===== src/tmc_pkg.sv =====
/*
 * constants of the two-channel 8-bit compare timer mode control block:
 * register offsets, field positions, reset values, mode and clock codes.
 * assumes an 8-bit register port with 16-bit addresses.
 */
// Overview of operation
// RL1: run off stops and clears counter
// RL2: first timer clock select, six codes
// RL3: second timer clock select, eight codes
// RL4: first timer modes: interval, pwm
// RL5: second timer modes: interval, carrier, pwm
// RL6: level bit sets default output level
// RL7: enable bit gates timer output
// RL8: software keeps mode bits while running
// RL9: software rewrites second compare after restart
// RL10: carrier clock above six times modulator's
// RL11: start companion before flip-flop inversion
// RL12: start companion pwm, then 50% duty
// RL13: companion output clocks regardless of pin
// RL14: pin level uses direction and latch
// RL15: mode registers reset to zero
// RL16: first compare match: interrupt, invert output
// RL17: pwm second compare match: invert, no interrupt
package tmc_pkg;
	// register offsets
	localparam logic [15:0] TIMER0_MODE_CONTROL_OFS = 16'hff69;
	localparam logic [15:0] TIMER1_MODE_CONTROL_OFS = 16'hff6c;
	localparam logic [15:0] TIMER0_FIRST_CMP_OFS = 16'hff70;
	localparam logic [15:0] TIMER0_SECOND_CMP_OFS = 16'hff71;
	localparam logic [15:0] TIMER1_FIRST_CMP_OFS = 16'hff72;
	localparam logic [15:0] TIMER1_SECOND_CMP_OFS = 16'hff73;
	localparam logic [15:0] PORT_CTRL_OFS = 16'hff74;
	localparam logic [15:0] STATUS_OFS = 16'hff75;
	localparam logic [15:0] TIMER0_COUNT_OFS = 16'hff76;
	localparam logic [15:0] TIMER1_COUNT_OFS = 16'hff77;
	// mode register fields
	localparam int RUN_BIT = 7;
	localparam int CKS_LSB = 4;
	localparam int OPS_LSB = 2;
	localparam int LEVEL_BIT = 1;
	localparam int OUTEN_BIT = 0;
	// port control fields: direction 1 = input, buffer off
	localparam int P0_DIR_BIT = 0;
	localparam int P0_LATCH_BIT = 1;
	localparam int P1_DIR_BIT = 2;
	localparam int P1_LATCH_BIT = 3;
	// reset values
	localparam logic [7:0] MODE_RESET = 8'h00;
	localparam logic [7:0] CMP_RESET = 8'h00;
	localparam logic [3:0] PORT_CTRL_RESET = 4'h5;
	// operating modes
	localparam logic [1:0] OP_INTERVAL = 2'h0;
	localparam logic [1:0] OP_CARRIER = 2'h1;
	localparam logic [1:0] OP_PWM = 2'h2;
	// divider exponents of the count clocks
	localparam int PRS_DIV_WIDTH = 12;
	localparam int LS_DIV_WIDTH = 9;
	localparam int T0_EXP1 = 1;
	localparam int T0_EXP2 = 2;
	localparam int T0_EXP3 = 6;
	localparam int T0_EXP4 = 10;
	localparam int T1_EXP1 = 2;
	localparam int T1_EXP2 = 4;
	localparam int T1_EXP3 = 6;
	localparam int T1_EXP4 = 12;
	localparam int T1_LS_EXP5 = 7;
	localparam int T1_LS_EXP6 = 9;
endpackage


===== src/tmc_sync2.sv =====
/*
 * two-flop synchroniser with rising-edge pulse.
 * assumes the input is asynchronous to clock_i and slower than half of it.
 */
`timescale 1ns/1ps
`default_nettype none
module tmc_sync2 (
	input wire logic clock_i,
	input wire logic reset_n_i,
	input wire logic async_i,
	output logic level_o,
	output logic rise_o
);
	logic meta_ff;
	logic sync_ff;
	logic last_ff;

	// only sync_ff reads meta_ff; the edge detector sits behind sync_ff
	always_ff @(posedge clock_i or negedge reset_n_i) begin
		if (!reset_n_i) begin
			meta_ff <= 1'b0;
			sync_ff <= 1'b0;
			last_ff <= 1'b0;
		end else begin
			meta_ff <= async_i;
			sync_ff <= meta_ff;
			last_ff <= sync_ff;
		end
	end

	assign level_o = sync_ff;
	assign rise_o = sync_ff & ~last_ff;
endmodule
`default_nettype wire


===== src/tmc_prescale.sv =====
/*
 * free-running binary prescaler giving one-cycle ticks at 1/2^k of the
 * enable rate, k = 0..WIDTH. assumes en_i is a one-cycle pulse or level.
 */
`timescale 1ns/1ps
`default_nettype none
module tmc_prescale #(
	parameter int WIDTH = 12
) (
	input wire logic clock_i,
	input wire logic reset_n_i,
	input wire logic en_i,
	output logic [WIDTH:0] tick_o
);
	logic [WIDTH-1:0] cnt_ff;

	// counts enable events; wraps naturally
	always_ff @(posedge clock_i or negedge reset_n_i) begin
		if (!reset_n_i) begin
			cnt_ff <= '0;
		end else if (en_i) begin
			cnt_ff <= cnt_ff + 1'b1;
		end
	end

	// tick k fires once every 2^k enables, on the all-ones low bits
	assign tick_o[0] = en_i;
	genvar k;
	generate
		for (k = 1; k <= WIDTH; k++) begin : g_tick
			assign tick_o[k] = en_i & (&cnt_ff[k-1:0]);
		end
	endgenerate
endmodule
`default_nettype wire


===== src/tmc_top.sv =====
/*
 * two 8-bit compare timers with their mode control registers, compare
 * registers, count clock selection and pin output control.
 * assumes a register port with one-cycle strobes and read data one cycle
 * later; companion and low-speed clock inputs are asynchronous and slow.
 */
`timescale 1ns/1ps
`default_nettype none
module tmc_top (
	input wire logic clock_i,
	input wire logic reset_n_i,
	input wire logic [15:0] addr_i,
	input wire logic [7:0] wdata_i,
	input wire logic wr_i,
	input wire logic rd_i,
	output logic [7:0] rdata_o,
	input wire logic companion_counter_a_out_i,
	input wire logic low_speed_osc_clock_i,
	output logic [1:0] timer_match_interrupt_o,
	output logic timer0_out_pin_o,
	output logic timer0_out_pin_oe_o,
	output logic timer1_out_pin_o,
	output logic timer1_out_pin_oe_o
);
	////////////////////////////////////////////////////////////////////////
	// registers of the software side

	logic [7:0] timer0_mode_control_ff;
	logic [7:0] timer1_mode_control_ff;
	logic [3:0] port_ctrl_ff;
	logic [7:0] mode_w [2];
	logic [1:0] wr_cmp0;
	logic [1:0] wr_cmp1;

	// mode registers; rewrites while running are the writer's concern
	always_ff @(posedge clock_i or negedge reset_n_i) begin
		if (!reset_n_i) begin
			timer0_mode_control_ff <= tmc_pkg::MODE_RESET; // RL15
			timer1_mode_control_ff <= tmc_pkg::MODE_RESET; // RL15
		end else if (wr_i) begin
			if (addr_i == tmc_pkg::TIMER0_MODE_CONTROL_OFS) begin
				timer0_mode_control_ff <= wdata_i;
			end
			if (addr_i == tmc_pkg::TIMER1_MODE_CONTROL_OFS) begin
				timer1_mode_control_ff <= wdata_i;
			end
		end
	end

	// port direction and latch bits for the two shared pins
	always_ff @(posedge clock_i or negedge reset_n_i) begin
		if (!reset_n_i) begin
			port_ctrl_ff <= tmc_pkg::PORT_CTRL_RESET;
		end else if (wr_i && addr_i == tmc_pkg::PORT_CTRL_OFS) begin
			port_ctrl_ff <= wdata_i[3:0];
		end
	end

	assign mode_w[0] = timer0_mode_control_ff;
	assign mode_w[1] = timer1_mode_control_ff;
	assign wr_cmp0[0] = wr_i && addr_i == tmc_pkg::TIMER0_FIRST_CMP_OFS;
	assign wr_cmp0[1] = wr_i && addr_i == tmc_pkg::TIMER1_FIRST_CMP_OFS;
	assign wr_cmp1[0] = wr_i && addr_i == tmc_pkg::TIMER0_SECOND_CMP_OFS;
	assign wr_cmp1[1] = wr_i && addr_i == tmc_pkg::TIMER1_SECOND_CMP_OFS;

	////////////////////////////////////////////////////////////////////////
	// count clock sources

	logic comp_level;
	logic comp_rise;
	logic ls_level;
	logic ls_rise;
	logic [tmc_pkg::PRS_DIV_WIDTH:0] prs_tick;
	logic [tmc_pkg::LS_DIV_WIDTH:0] ls_tick;
	logic [1:0] cnt_tick;

	// companion output is taken before its pin enable, so it clocks
	// timer 0 whether or not that pin drives
	tmc_sync2 u_comp_sync (
		.clock_i(clock_i),
		.reset_n_i(reset_n_i),
		.async_i(companion_counter_a_out_i), // RL13
		.level_o(comp_level),
		.rise_o(comp_rise)
	);

	// low-speed oscillator sampled here; edges become enables
	tmc_sync2 u_ls_sync (
		.clock_i(clock_i),
		.reset_n_i(reset_n_i),
		.async_i(low_speed_osc_clock_i),
		.level_o(ls_level),
		.rise_o(ls_rise)
	);

	// peripheral clock divider, shared by both timers
	tmc_prescale #(
		.WIDTH(tmc_pkg::PRS_DIV_WIDTH)
	) u_prs_div (
		.clock_i(clock_i),
		.reset_n_i(reset_n_i),
		.en_i(1'b1),
		.tick_o(prs_tick)
	);

	// low-speed divider advances only on oscillator edges
	tmc_prescale #(
		.WIDTH(tmc_pkg::LS_DIV_WIDTH)
	) u_ls_div (
		.clock_i(clock_i),
		.reset_n_i(reset_n_i),
		.en_i(ls_rise),
		.tick_o(ls_tick)
	);

	// timer 0 source; prohibited codes give no tick, so the counter holds
	always_comb begin
		case (timer0_mode_control_ff[tmc_pkg::CKS_LSB +: 3]) // RL2
			3'h0: cnt_tick[0] = prs_tick[0];
			3'h1: cnt_tick[0] = prs_tick[tmc_pkg::T0_EXP1];
			3'h2: cnt_tick[0] = prs_tick[tmc_pkg::T0_EXP2];
			3'h3: cnt_tick[0] = prs_tick[tmc_pkg::T0_EXP3];
			3'h4: cnt_tick[0] = prs_tick[tmc_pkg::T0_EXP4];
			3'h5: cnt_tick[0] = comp_rise; // RL13
			default: cnt_tick[0] = 1'b0;
		endcase
	end

	// timer 1 source, all eight codes defined
	always_comb begin
		case (timer1_mode_control_ff[tmc_pkg::CKS_LSB +: 3]) // RL3
			3'h0: cnt_tick[1] = prs_tick[0];
			3'h1: cnt_tick[1] = prs_tick[tmc_pkg::T1_EXP1];
			3'h2: cnt_tick[1] = prs_tick[tmc_pkg::T1_EXP2];
			3'h3: cnt_tick[1] = prs_tick[tmc_pkg::T1_EXP3];
			3'h4: cnt_tick[1] = prs_tick[tmc_pkg::T1_EXP4];
			3'h5: cnt_tick[1] = ls_tick[tmc_pkg::T1_LS_EXP5];
			3'h6: cnt_tick[1] = ls_tick[tmc_pkg::T1_LS_EXP6];
			3'h7: cnt_tick[1] = ls_tick[0];
			default: cnt_tick[1] = 1'b0;
		endcase
	end

	////////////////////////////////////////////////////////////////////////
	// timer channels

	logic [7:0] cnt_w [2];
	logic [7:0] cmp0_w [2];
	logic [7:0] cmp1_w [2];
	logic [1:0] tout_w;
	logic [1:0] irq_w;

	genvar i;
	generate
		for (i = 0; i < 2; i++) begin : g_tmr
			logic run;
			logic [1:0] op;
			logic is_pwm;
			logic is_car;
			logic hit0;
			logic hit1;
			logic [7:0] cnt_ff;
			logic [7:0] cmp0_ff;
			logic [7:0] cmp1_ff;
			logic [7:0] cmp1_buf_ff;
			logic cmp1_pend_ff;
			logic lvl_ff;
			logic irq_ff;

			assign run = mode_w[i][tmc_pkg::RUN_BIT];
			assign op = mode_w[i][tmc_pkg::OPS_LSB +: 2];
			// carrier exists on timer 1 only; other codes run as interval
			assign is_pwm = (op == tmc_pkg::OP_PWM); // RL4 RL5
			assign is_car = (i == 1) && (op == tmc_pkg::OP_CARRIER); // RL5
			assign hit0 = run && cnt_tick[i] && cnt_ff == cmp0_ff;
			assign hit1 = run && cnt_tick[i] && cnt_ff == cmp1_ff &&
				(is_pwm || is_car);

			// first compare register
			always_ff @(posedge clock_i or negedge reset_n_i) begin
				if (!reset_n_i) begin
					cmp0_ff <= tmc_pkg::CMP_RESET;
				end else if (wr_cmp0[i]) begin
					cmp0_ff <= wdata_i;
				end
			end

			// second compare: a write while running waits for the next
			// match; a match in the same cycle as a write keeps the old
			// value and the write stays pending
			always_ff @(posedge clock_i or negedge reset_n_i) begin
				if (!reset_n_i) begin
					cmp1_ff <= tmc_pkg::CMP_RESET;
					cmp1_buf_ff <= tmc_pkg::CMP_RESET;
					cmp1_pend_ff <= 1'b0;
				end else if (wr_cmp1[i]) begin
					cmp1_buf_ff <= wdata_i;
					cmp1_pend_ff <= run; // RL9
					if (!run) begin
						cmp1_ff <= wdata_i;
					end
				end else if (cmp1_pend_ff && hit1) begin
					cmp1_ff <= cmp1_buf_ff;
					cmp1_pend_ff <= 1'b0;
				end
			end

			// counter: cleared while stopped, advances on the chosen tick
			always_ff @(posedge clock_i or negedge reset_n_i) begin
				if (!reset_n_i) begin
					cnt_ff <= 8'h00;
				end else if (!run) begin
					cnt_ff <= 8'h00; // RL1
				end else if (cnt_tick[i]) begin
					if (is_car ? hit1 : hit0) begin
						cnt_ff <= 8'h00; // RL1
					end else begin
						cnt_ff <= cnt_ff + 8'h01;
					end
				end
			end

			// output level: default while stopped, inverted on a first compare or pwm second compare match, held when both match in one cycle
			always_ff @(posedge clock_i or negedge reset_n_i) begin
				if (!reset_n_i) begin
					lvl_ff <= 1'b0;
				end else if (!run) begin
					lvl_ff <= mode_w[i][tmc_pkg::LEVEL_BIT]; // RL6
				end else if (hit0 ^ (hit1 && is_pwm)) begin
					lvl_ff <= ~lvl_ff; // RL16 RL17
				end
			end

			// one-cycle request: first compare in every mode, second compare
			// in carrier mode too; a pwm second compare match raises none
			always_ff @(posedge clock_i or negedge reset_n_i) begin
				if (!reset_n_i) begin
					irq_ff <= 1'b0;
				end else begin
					irq_ff <= hit0 | (is_car & hit1); // RL16 RL17
				end
			end

			assign cnt_w[i] = cnt_ff;
			assign cmp0_w[i] = cmp0_ff;
			assign cmp1_w[i] = cmp1_ff;
			assign tout_w[i] = lvl_ff & mode_w[i][tmc_pkg::OUTEN_BIT]; // RL7
			assign irq_w[i] = irq_ff;
		end
	endgenerate

	assign timer_match_interrupt_o = irq_w;

	////////////////////////////////////////////////////////////////////////
	// shared pins: latch must be 0 for the timer signal to show through

	always_ff @(posedge clock_i or negedge reset_n_i) begin
		if (!reset_n_i) begin
			timer0_out_pin_o <= 1'b0;
			timer0_out_pin_oe_o <= 1'b0;
			timer1_out_pin_o <= 1'b0;
			timer1_out_pin_oe_o <= 1'b0;
		end else begin
			timer0_out_pin_o <= port_ctrl_ff[tmc_pkg::P0_LATCH_BIT] | tout_w[0]; // RL14
			timer0_out_pin_oe_o <= ~port_ctrl_ff[tmc_pkg::P0_DIR_BIT]; // RL14
			timer1_out_pin_o <= port_ctrl_ff[tmc_pkg::P1_LATCH_BIT] | tout_w[1]; // RL14
			timer1_out_pin_oe_o <= ~port_ctrl_ff[tmc_pkg::P1_DIR_BIT]; // RL14
		end
	end

	////////////////////////////////////////////////////////////////////////
	// read port: data one cycle after the strobe, zero elsewhere

	logic [7:0] nxt_rdata;

	// status shows synchronised source levels too, useful when
	// checking that a slow clock source is actually toggling
	always_comb begin
		nxt_rdata = 8'h00;
		case (addr_i)
			tmc_pkg::TIMER0_MODE_CONTROL_OFS: nxt_rdata = timer0_mode_control_ff;
			tmc_pkg::TIMER1_MODE_CONTROL_OFS: nxt_rdata = timer1_mode_control_ff;
			tmc_pkg::TIMER0_FIRST_CMP_OFS: nxt_rdata = cmp0_w[0];
			tmc_pkg::TIMER0_SECOND_CMP_OFS: nxt_rdata = cmp1_w[0];
			tmc_pkg::TIMER1_FIRST_CMP_OFS: nxt_rdata = cmp0_w[1];
			tmc_pkg::TIMER1_SECOND_CMP_OFS: nxt_rdata = cmp1_w[1];
			tmc_pkg::PORT_CTRL_OFS: nxt_rdata = {4'h0, port_ctrl_ff};
			tmc_pkg::STATUS_OFS: nxt_rdata = {4'h0, ls_level, comp_level, tout_w};
			tmc_pkg::TIMER0_COUNT_OFS: nxt_rdata = cnt_w[0];
			tmc_pkg::TIMER1_COUNT_OFS: nxt_rdata = cnt_w[1];
			default: nxt_rdata = 8'h00;
		endcase
	end

	// read data register; zero when no read was made
	always_ff @(posedge clock_i or negedge reset_n_i) begin
		if (!reset_n_i) begin
			rdata_o <= 8'h00;
		end else if (rd_i) begin
			rdata_o <= nxt_rdata;
		end else begin
			rdata_o <= 8'h00;
		end
	end
endmodule
`default_nettype wire


===== config.mk =====
export PLATFORM = sky130hd
export DESIGN_NAME = tmc_top
export DESIGN_NICKNAME = d
export VERILOG_FILES = /design/src/tmc_pkg.sv /design/src/tmc_sync2.sv /design/src/tmc_prescale.sv /design/src/tmc_top.sv
export SDC_FILE = /design/constraint.sdc
export NUM_CORES = 1
export LEC_CHECK = 0
export ABC_CLOCK_PERIOD_IN_PS = 3790
export BUFFER_PORTS_ARGS = -buffer_cell sky130_fd_sc_hd__buf_2
export CAP_MARGIN = 10
export CORE_UTILIZATION = 42
export CTS_CLUSTER_DIAMETER = 30
export DETAILED_ROUTE_END_ITERATION = 6
export GPL_ROUTABILITY_DRIVEN = 0
export PLACE_DENSITY = 0.64
export SYNTH_ARGS = -nofsm -noshare
export SYNTH_HDL_FRONTEND = slang
export SYNTH_SLANG_ARGS = --single-unit
export TNS_END_PERCENT = 5

===== constraint.sdc =====
create_clock -name clock_i -period 3.79 [get_ports clock_i]
set_input_delay 0.758 -clock clock_i [delete_from_list [all_inputs] [get_ports clock_i]]
set_output_delay 0.758 -clock clock_i [all_outputs]
set_load 0.005 [all_outputs]

; Word level (Yosys, flattened, before mapping)
; Index checks and enable logic that the tools add are counted.
; W data, S select, Z words.
[word_totals]
wordCells = 145
output_inout_bits = 14
reg_bits = 129
in_bits = 30
[classes]
add_sub_neg = 4
reduce_logical = 33
eq_ne = 35
muxes = 25
bitwise = 18
[ops]
columns = op, count
row1 = $eq A16 B16 Y1 const B, 10
row2 = $mux W8, 13
row3 = $pmux W8 S10, 1
row4 = $eq A8 B8 Y1, 4
row5 = $eq A3 B3 Y1 const B, 6
row6 = $logic_and A1 B1 Y1, 17
row7 = $add A8 B1 Y8 const B, 2
row8 = $add A12 B1 Y12 const B, 1
row9 = $eq A3 B2 Y1 const B, 4
row10 = $reduce_and A12 Y1, 1
row11 = $reduce_and A10 Y1, 1
row12 = $reduce_and A2 Y1, 5
row13 = $add A9 B1 Y9 const B, 1
row14 = $mux W1, 9
row15 = $reduce_and A9 Y1, 1
row16 = $ne A2 B1 Y1 const B, 4
row17 = $pmux W1 S8, 1
row18 = $and A1 B1 Y1, 7
row19 = $reduce_and A7 Y1, 1
row20 = $eq A3 B1 Y1 const B, 2
row21 = $logic_not A3 Y1, 2
row22 = $not A1 Y1, 6
row23 = $pmux W1 S6, 1
row24 = $reduce_and A6 Y1, 1
row25 = other kinds (8), 14

; Longest topological paths before layout
; Gate-level depths: netlist of run 1.
[depth]
depth_word = 11
mapped_depth = 11
mapped_depth_nobuf = 10

; Modules after synthesis
; From an unflattened synthesis of run 1, not the netlist that was laid out.
[unflattened]
hier_cells = 606
area_unflattened_um2 = 6774.0
[modules_own_cells]
columns = mod, cells_each, area_each_um2, seq_area_each_um2, n_inst
row1 = tmc_top, 491, 5400.2, 2555.0, 1
row2 = tmc_prescale at u_prs_div, 62, 684.4, 300.3, 1
row3 = tmc_prescale at u_ls_div, 45, 511.7, 225.2, 1
row4 = tmc_sync2, 4, 88.8, 75.1, 2

; Worst setup path after synthesis of run 1
; Ideal clock, no wire load.
[synth_timing]
kind = input to register
from = input addr_i[0]
to = register g_tmr[1].cmp0_ff[0]
path_buffers = 1
required_ns = 3.665
path_stages = 5
slack_ns = 1.337
arrival_time_ns = 2.329
cell_sequence = clkbuf_1 > or3_1 > nor4_2 > nand2_1 > mux2_2
[synth_via]
elab_chain_cells = 2
[synth_lines]
columns = element, line
row1 = start: declaration, tmc_top.sv:12  ; input wire logic [15:0] addr_i,
row2 = $eq A16 B16 Y1, tmc_top.sv:62  ; assign wr_cmp0[1] = wr_i && addr_i == tmc_pkg::TIMER1_FIRST_CMP_OFS;
row3 = $logic_and A1 B1 Y1, tmc_top.sv:62
row4 = end signal: assignment, tmc_top.sv:182  ; cmp0_ff <= tmc_pkg::CMP_RESET;
row5 = end signal: assignment, tmc_top.sv:184  ; cmp0_ff <= wdata_i;
row6 = end: declaration, tmc_top.sv:163  ; logic [7:0] cmp0_ff;
; No other way between the ends.
; A chain may end at the register's enable or synchronous reset.

; Final worst setup path of run 1
[layout_timing]
from = input addr_i[15]
to = register rdata_o[2]
[layout_via]
elab_chain_cells = 3
word_cells_on_any_way = 12
[layout_lines]
columns = element, line
row1 = $eq A16 B16 Y1, tmc_top.sv:280  ; case (addr_i)
row2 = $pmux W8 S10 *, tmc_top.sv:280
row3 = $mux W8 *, tmc_top.sv:299  ; end else if (rd_i) begin
row4 = end signal: assignment, tmc_top.sv:300  ; rdata_o <= nxt_rdata;
row5 = end: declaration, tmc_top.sv:16  ; output logic [7:0] rdata_o,
; Mark *: on every way between the ends. The rest lies on a longest branch, timed or not.

==> results of run 1 <==
-- per-stage QoR --
| stage | cells | setup WS, ns | instance area [µm²] |
|---|---|---|---|
| after floorplan | 604 | 1.34 | 6470 |
| after global placement | 813 | 0.755 | 6860 |
| after detailed placement | 813 | 0.742 | 6860 |
| after CTS | 845 | 1.10 | 7440 |
| after global routing | 845 | 0.942 | 7440 |
| final | 845 | 1.01 | 7440 |
-- metal layers --
metal  global-route usage, %  up-vias  part of all wire [%]
li1                        -     2279                     -
met1                    32.5     2572                    46
met2                    34.4      238                    44
met3                    5.48       43                   7.9
met4                    8.72        0                   2.4
met5                       0        -                     0
-- critical path, cell delays in order --
cell	delay (ns)
buf_2	0.09
nand4_1	0.53
nor3_1	0.88
a221o_1	0.30
nand2_1	0.21
a41oi_1	0.32
-- path summary, 6_finish.rpt --
check / from / to / slack [ns]
worst max-delay path: addr_i[15] / rdata_o[2]$_DFF_PN0_ / 1.01
worst min-delay path: u_comp_sync.meta_ff$_DFF_PN0_ / u_comp_sync.level_o$_DFF_PN0_ / 0.36
worst max register to register: u_prs_div.cnt_ff[0]$_DFF_PN0_ / g_tmr[0].cmp1_ff[3]$_DFFE_PN0P_ / 1.12
worst min register to register: u_comp_sync.meta_ff$_DFF_PN0_ / u_comp_sync.level_o$_DFF_PN0_ / 0.36
max in group asynchronous: reset_n_i / u_prs_div.cnt_ff[8]$_DFF_PN0_ / 2.53
min in group asynchronous: reset_n_i / g_tmr[1].cnt_ff[1]$_DFFE_PN0P_ / 0.45
-- logic make-up (layout without fill, tap and decap cells) --
logic type | after synthesis | after routing | synth area share (%)
AOI/OAI and AO/OA | 121 | 121 | 12.7
xor gates and xnor gates | 54 | 54 | 7.31
adders and majority gates | 7 | 7 | 1.35
buffers and inverters | 54 | 107 | 3.44
DFF | 129 | 129 | 49.9
muxes | 57 | 57 | 9.82
and+or+nand+nor | 182 | 182 | 15.5
-- power by group --
group / internal, mW / switching [mW]
registers: 1.41 / 0.0399
clock network: 0.997 / 0.600
logic: 0.0511 / 0.0923
total: 2.46 / 0.733
-- registers in the layout, indices dropped and copies added, names as in the netlist, 4 cells and up --
name,cells
timer1_mode_control_ff,8
u_prs_div.cnt_ff,12
rdata_o,8
g_tmr.cmp1_buf_ff,16
g_tmr.cmp0_ff,16
port_ctrl_ff,4
u_ls_div.cnt_ff,9
g_tmr.cmp1_ff,16
timer0_mode_control_ff,8
g_tmr.cnt_ff,16
-- area by class of cell --
type | count | area [µm²] | share of cell area [%]
Sequential cell | 129 | 3230 | 43.4
Inverter | 25 | 93.8 | 1.26
Clock inverter | 10 | 110 | 1.48
Timing Repair Buffer | 50 | 283 | 3.80
Multi-Input combinational cell | 421 | 3020 | 40.6
Tap cell | 188 | 235 | 3.16
Clock buffer | 22 | 464 | 6.24
-- placed cells by master (no fill, tap or decap), drive strengths merged, types with 4 or more instances in the layout --
master	n
ha	7
nor2b	7
clkbuf	22
nor3	13
nand4b	4
o21ai	28
nand3b	4
a21oi	26
mux2i	5
nor4	10
xnor2	36
nand2b	5
a222oi	4
mux2	52
or3	8
a31oi	8
nand4	15
clkinv	7
dfrtp	127
buf	50
o22ai	10
inv	25
xor2	18
nand2	36
o221a	8
a22oi	10
nor2	40
a221oi	6
nand3	24
==> Implementation_results.wiki, run 1 <==
{| class="wikitable"
! Metric !! Value
|-
| Failing checks || design-rule violations
|-
| Count of antenna-violating nets left after detailed routing || 0
|-
| Syn Std Cell Area || 0.00647 mm²
|-
| Primary FF master, synth || dfrtp_1
|-
| Slew Limit Headroom || 28.9%
|-
| Worst Max-Slew Pin Slew || 1.06 ns
|-
| Source-to-sink clock delay at the later pin of the worst-skew pair || 0.42 ns
|-
| Worst min path class || flop to flop
|-
| RSZ-0062 raised after global routing || no
|-
| Post_cts resized || 0
|-
| Final min period || 2.78 ns
|-
| Average detailed-routed wire length per instance || 20.5 µm
|-
| Fraction of layout instances using a drive strength above 1 || 21.6%
|-
| Largest area contributor in the netlist || dfrtp_1
|-
| Type of destination of the critical path || flop
|-
| Layout filler cell count || 1366
|-
| Via count of the first global-routing pass || 5034
|-
| Final setup fails || 0
|-
| Initial DRT Pass Iterations || 7
|-
| CP startpoint kind || input pin
|-
| Clock skew || 0.0117 ns
|-
| Die area || 0.0159 mm²
|-
| Crit path kind || input pin to flop
|-
| DIE HEIGHT || 126 µm
|-
| Max-cap violation count || 0
|-
| Cell chosen for the clock root || clkbuf_16
|-
| Area of the core || 0.0151 mm²
|-
| Hold Fails Final Rpt || 0
|-
| Initial cell density of the core || 42.7%
|-
| Result of the run || complete, but fails checks
|-
| Number of enable flip-flop cells after synthesis || 0
|-
| Htree depth || 4
|-
| Power after layout || 3.19 mW
|-
| Worst endpoint data arrival time || 3.09 ns
|-
| Overall Global Routing Usage || 23.1%
|-
| Synth cell types || 63
|-
| Number of synthesized register bits || 129
|-
| Highest attainable clock frequency || 360 MHz
|-
| Final clock period utilization by the worst path || 73.3%
|-
| Detailed Place HPWL || 12200 µm
|-
| Clock transition time at the flip-flop clock pins of the worst setup and hold paths || 0.06 ns
|-
| TritonCTS clock tree || done
|-
| Average footprint of a synthesized cell || 10.7 µm²
|-
| Number of rows in the core area || 45
|-
| Accumulated negative setup slack || 0 ns
|-
| Number of buffers between clock root and the deepest sink || 2
|-
| Diodes inserted || 0
|-
| Count of vias placed by the detailed router || 5132
|-
| CTS buffer count || 17
|-
| Pwr dens || 429 mW/mm²
|-
| Synthesis-to-finish area growth || 14.9%
|-
| Ranking of synthesized cells by area || dfrtp_1 (49%), mux2_2 (9.0%), xnor2_1 (4.9%), xor2_1 (2.4%), nor2_1 (2.3%)
|-
| Maximum ir drop on the vdd rail || 326 µV
|-
| Total Wirelength || 17300 µm
|-
| Largest net degree at the start of global routing || 68
|-
| DRC errors left || 2
|-
| Most repeated cell in the gate-level netlist after synthesis || dfrtp_1
|-
| Number of antenna violations at the first check in global routing || 0
|-
| Hold slack || 0.356 ns
|-
| Synth top area share || 49.1%
|-
| List of most frequent post-synthesis cells || dfrtp_1 (127), mux2_2 (52), nor2_1 (40)
|-
| Top-level I/O count || 44
|-
| Worst Path Required || 4.10 ns
|-
| Worst Reg-to-Reg Cells || 7
|-
| Warnings, synthesis || 0
|-
| Number of nets in the final layout || 681
|-
| Count of buffers from port buffering || 43
|-
| Post-Route Utilization || 49.1%
|-
| Post-synth net total || 641
|-
| Post-synthesis sequential area ratio || 49.9%
|-
| Final max-slew violation count || 0
|-
| Proportion of synthesized flip-flops having asynchronous set or reset || 100%
|-
| Count of cells along the worst hold path || 0
|-
| Die W || 126 µm
|-
| Number of buffers added for setup after CTS || 0
|-
| Initial drt markers || 620
|-
| CTS Sinks || 129
|-
| Vias per inst || 6.07
|-
| Global-route wire length before repair || 27700 µm
|-
| Number of hold buffers added after cts || 0
|-
| Highest fanout seen on the critical path || 10
|-
| Sum of overflow across all layers after global routing || 0
|-
| Total leakage power || 3.38 nW
|-
| Cell count after synthesis || 604
|}
Power figures use the tool's default switching activity.
==> run 2, diff against run 1 <==
--- a/config.mk
+++ b/config.mk
@@ -5,7 +5,7 @@
 export SDC_FILE = /design/constraint.sdc
 export NUM_CORES = 1
 export LEC_CHECK = 0
-export ABC_CLOCK_PERIOD_IN_PS = 3790
+export ABC_CLOCK_PERIOD_IN_PS = 2620
 export BUFFER_PORTS_ARGS = -buffer_cell sky130_fd_sc_hd__buf_2
 export CAP_MARGIN = 10
 export CORE_UTILIZATION = 42
==> constraint.sdc (replaced) <==
create_clock -name clock_i -period 2.62 [get_ports clock_i]
set_input_delay 0.524 -clock clock_i [delete_from_list [all_inputs] [get_ports clock_i]]
set_output_delay 0.524 -clock clock_i [all_outputs]
set_load 0.005 [all_outputs]
==> Implementation_results.wiki, run 2 (synthesis results as in run 1) <==
{| class="wikitable"
! Metric !! Value
|-
| Placed insts || 829 (+2.0%)
|-
| Most common library cell in the layout ignoring fill and taps || dfrtp_1
|-
| Result of the run || complete, but fails checks
|-
| Max-cap violation count || 0 (unchanged)
|-
| Count of vias placed by the detailed router || 5184 (+1.0%)
|-
| Hold Fails Final Rpt || 0 (unchanged)
|-
| Fraction of layout instances using a drive strength above 1 || 24.0% (+2.4 points)
|-
| Most frequent cell on the critical path || or3_4
|-
| Initial drt markers || 602 (-2.9%)
|-
| Number of antenna violations at the first check in global routing || 0 (unchanged)
|-
| Final max-slew violation count || 0 (unchanged)
|-
| Worst Path Required || 2.93 ns (-1.17 ns)
|-
| Cell Chain, Critical Path || ha_1 > nand3_2 > nor3_2 > nor3_1 > or3_4 > or3_4 > o221a_1
|-
| Number of buffers between clock root and the deepest sink || 2 (unchanged)
|-
| Die area || 0.0159 mm² (unchanged)
|-
| Overall Global Routing Usage || 23.2% (+0.14 points)
|-
| Global-route wire length before repair || 27700 µm (about the same)
|-
| Top-level I/O count || 44 (unchanged)
|-
| Highest attainable clock frequency || 416 MHz
|-
| Crit path kind || flop to flop
|-
| Largest net degree at the start of global routing || 49 (-28%)
|-
| Source-to-sink clock delay at the later pin of the worst-skew pair || 0.43 ns (about the same)
|-
| Final clock period utilization by the worst path || 91.7%
|-
| Clock group share of total power || 50.6% (+0.5 points)
|-
| Vias per inst || 6.01 (-0.98%)
|-
| DIE HEIGHT || 126 µm (unchanged)
|-
| Initial DRT Pass Iterations || 7 (unchanged)
|-
| Die W || 126 µm (unchanged)
|-
| Slew Limit Headroom || 52.8% (+24 points)
|-
| TritonCTS clock tree || done
|-
| Slowest stage cell, crit path || or3_4
|-
| P_int || 3.57 mW (+45%)
|-
| Layout filler cell count || 1370 (+0.29%)
|-
| Number of buffers added for setup after CTS || 0 (unchanged)
|-
| Total net switching power || 1.09 mW (+49%)
|-
| Number of rows in the core area || 45 (unchanged)
|-
| RSZ-0062 raised after global routing || no
|-
| Final Non-Filler Cells || 862 (+2.0%)
|-
| Diodes inserted || 0 (unchanged)
|-
| Sum of overflow across all layers after global routing || 0 (unchanged)
|-
| Worst endpoint data arrival time || 2.71 ns (-0.38 ns)
|-
| Count of buffers from port buffering || 43 (unchanged)
|-
| Synthesis-to-finish area growth || 17.4%
|-
| DRC errors left || 6 (+4)
|-
| Average detailed-routed wire length per instance || 20.2 µm (-1.1%)
|-
| Type of destination of the critical path || flop
|-
| Number of nets in the final layout || 698 (+2.5%)
|-
| CTS Sinks || 129 (unchanged)
|-
| Htree depth || 4 (unchanged)
|-
| Final setup margin || 0.218 ns (-0.796 ns)
|-
| Count of antenna-violating nets left after detailed routing || 0 (unchanged)
|-
| Total leakage power || 3.47 nW (+2.6%)
|-
| Gate power share || 4.5% (about the same)
|-
| Leading cell types in the layout, fill and taps excluded || dfrtp_1 (127), mux2_2 (52), buf_2 (42)
|-
| Final setup fails || 0 (unchanged)
|-
| Cell chosen for the clock root || clkbuf_16
|-
| Worst min path class || input pin to asynchronous set/reset pin
|-
| Clock skew || 0.00853 ns (-0.00314 ns)
|-
| Failing checks || design-rule violations
|-
| Initial cell density of the core || 42.7% (unchanged)
|-
| Total Wirelength || 17400 µm (+0.89%)
|-
| Area of the core || 0.0151 mm² (unchanged)
|-
| Worst slack, placed || 0.114 ns (-0.628 ns)
|-
| Worst Max-Slew Pin Slew || 0.705 ns (-0.352 ns)
|-
| Switching share of total power || 23.4% (+0.47 points)
|-
| Power after layout || 4.67 mW (+46%)
|-
| CP startpoint kind || flop
|-
| Via count of the first global-routing pass || 5119 (+1.7%)
|-
| CTS buffer count || 17 (unchanged)
|-
| Maximum ir drop on the vdd rail || 455 µV (+40%)
|-
| Pwr dens || 614 mW/mm² (+43%)
|-
| Detailed Place HPWL || 12400 µm (+1.1%)
|-
| Highest fanout seen on the critical path || 8 (-2)
|-
| Accumulated negative setup slack || 0 ns (unchanged)
|-
| Final min period || 2.40 ns
|-
| Reg power frac || 45.0% (-0.5 points)
|-
| Longest individual stage delay on the worst path || 0.45 ns (-0.43 ns)
|-
| Clock transition time at the flip-flop clock pins of the worst setup and hold paths || 0.06 ns (about the same)
|}
-- run 2: cell count changes in the layout (fill, tap and decap cells not counted), moves of 2 or more --
cell        previous run  this run
buf_4                  7        22
clkinvlp_4             1         3
clkinv_4               2         4
clkinv_2               5         1
-- run 2: per-layer routing --
layer / part of all wire (%) / vias up / track usage [%] / wire [µm]
met4: 2.9 / 0 / 9.07 / 499
met5: 0 / - / 0 / 0
met1: 45 / 2573 / 32.7 / 7870
met2: 44 / 251 / 33.7 / 7640
met3: 8.1 / 40 / 6.58 / 1420
li1: - / 2320 / - / -
-- run 2: what timing repair did --
item                                    4_1_cts  5_1_grt
resized for setup                             0        2
endpoints found under the setup margin        0        9
hold buffers                                  0        0
hold endpoints to repair                      0        0
-- run 2: worst paths after layout --
path / start / end / slack, ns / cells past startpoint
max: u_prs_div.cnt_ff[0]$_DFF_PN0_ / g_tmr[0].cmp1_ff[3]$_DFFE_PN0P_ / 0.22 / 7
min: reset_n_i / g_tmr[1].cnt_ff[2]$_DFFE_PN0P_ / 0.13 / 1
max reg2reg: u_prs_div.cnt_ff[0]$_DFF_PN0_ / g_tmr[0].cmp1_ff[3]$_DFFE_PN0P_ / 0.22 / 7
min reg2reg: u_comp_sync.meta_ff$_DFF_PN0_ / u_comp_sync.level_o$_DFF_PN0_ / 0.36 / 0
max in group asynchronous: reset_n_i / u_ls_div.cnt_ff[3]$_DFFE_PN0N_ / 1.77 / 2
min in group clock_i: companion_counter_a_out_i / u_comp_sync.meta_ff$_DFF_PN0_ / 0.20 / 1
-- run 2: per-stage QoR --
stage / instance area, µm² / util [%] / hold WS (ns)
final: 7600 / 50.2 / 0.131
after global routing: 7600 / 50.2 / 0.168
after CTS: 7590 / 50.1 / 0.149
after detailed placement: 6990 / 46.2 / 0.352
after global placement: 6990 / 46.2 / 0.336
after floorplan: 6470 / - / 0.228
-- run 2: cell type report --
type	count	area (µm²)	share of cell area (%)
clock buffers	21	460	6.06
clock inverters	11	131	1.73
inverters	25	93.8	1.24
multi-input cells	421	3030	39.8
flip-flops and latches	129	3230	42.5
well taps	188	235	3.10
repair buffers	67	420	5.53
-- run 2: worst max-delay path, delay by kind of cell (launching register included) --
family	cells	cell delay (ns)
and+or+nand+nor	5	1.34
DFF	1	0.40
adders and majority gates	1	0.28
AOI/OAI and AO/OA	1	0.26
-- run 2: power by group through the flow --
stage          clock network (mW)  logic (mW)  registers, mW
2_1_floorplan                   0      0.0942           2.12
3_3_place_gp                    0       0.199           2.13
3_5_place_dp                    0       0.210           2.13
4_1_cts                      2.40       0.213           2.10
5_1_grt                      2.49       0.231           2.11
6_report                     2.36       0.209           2.10
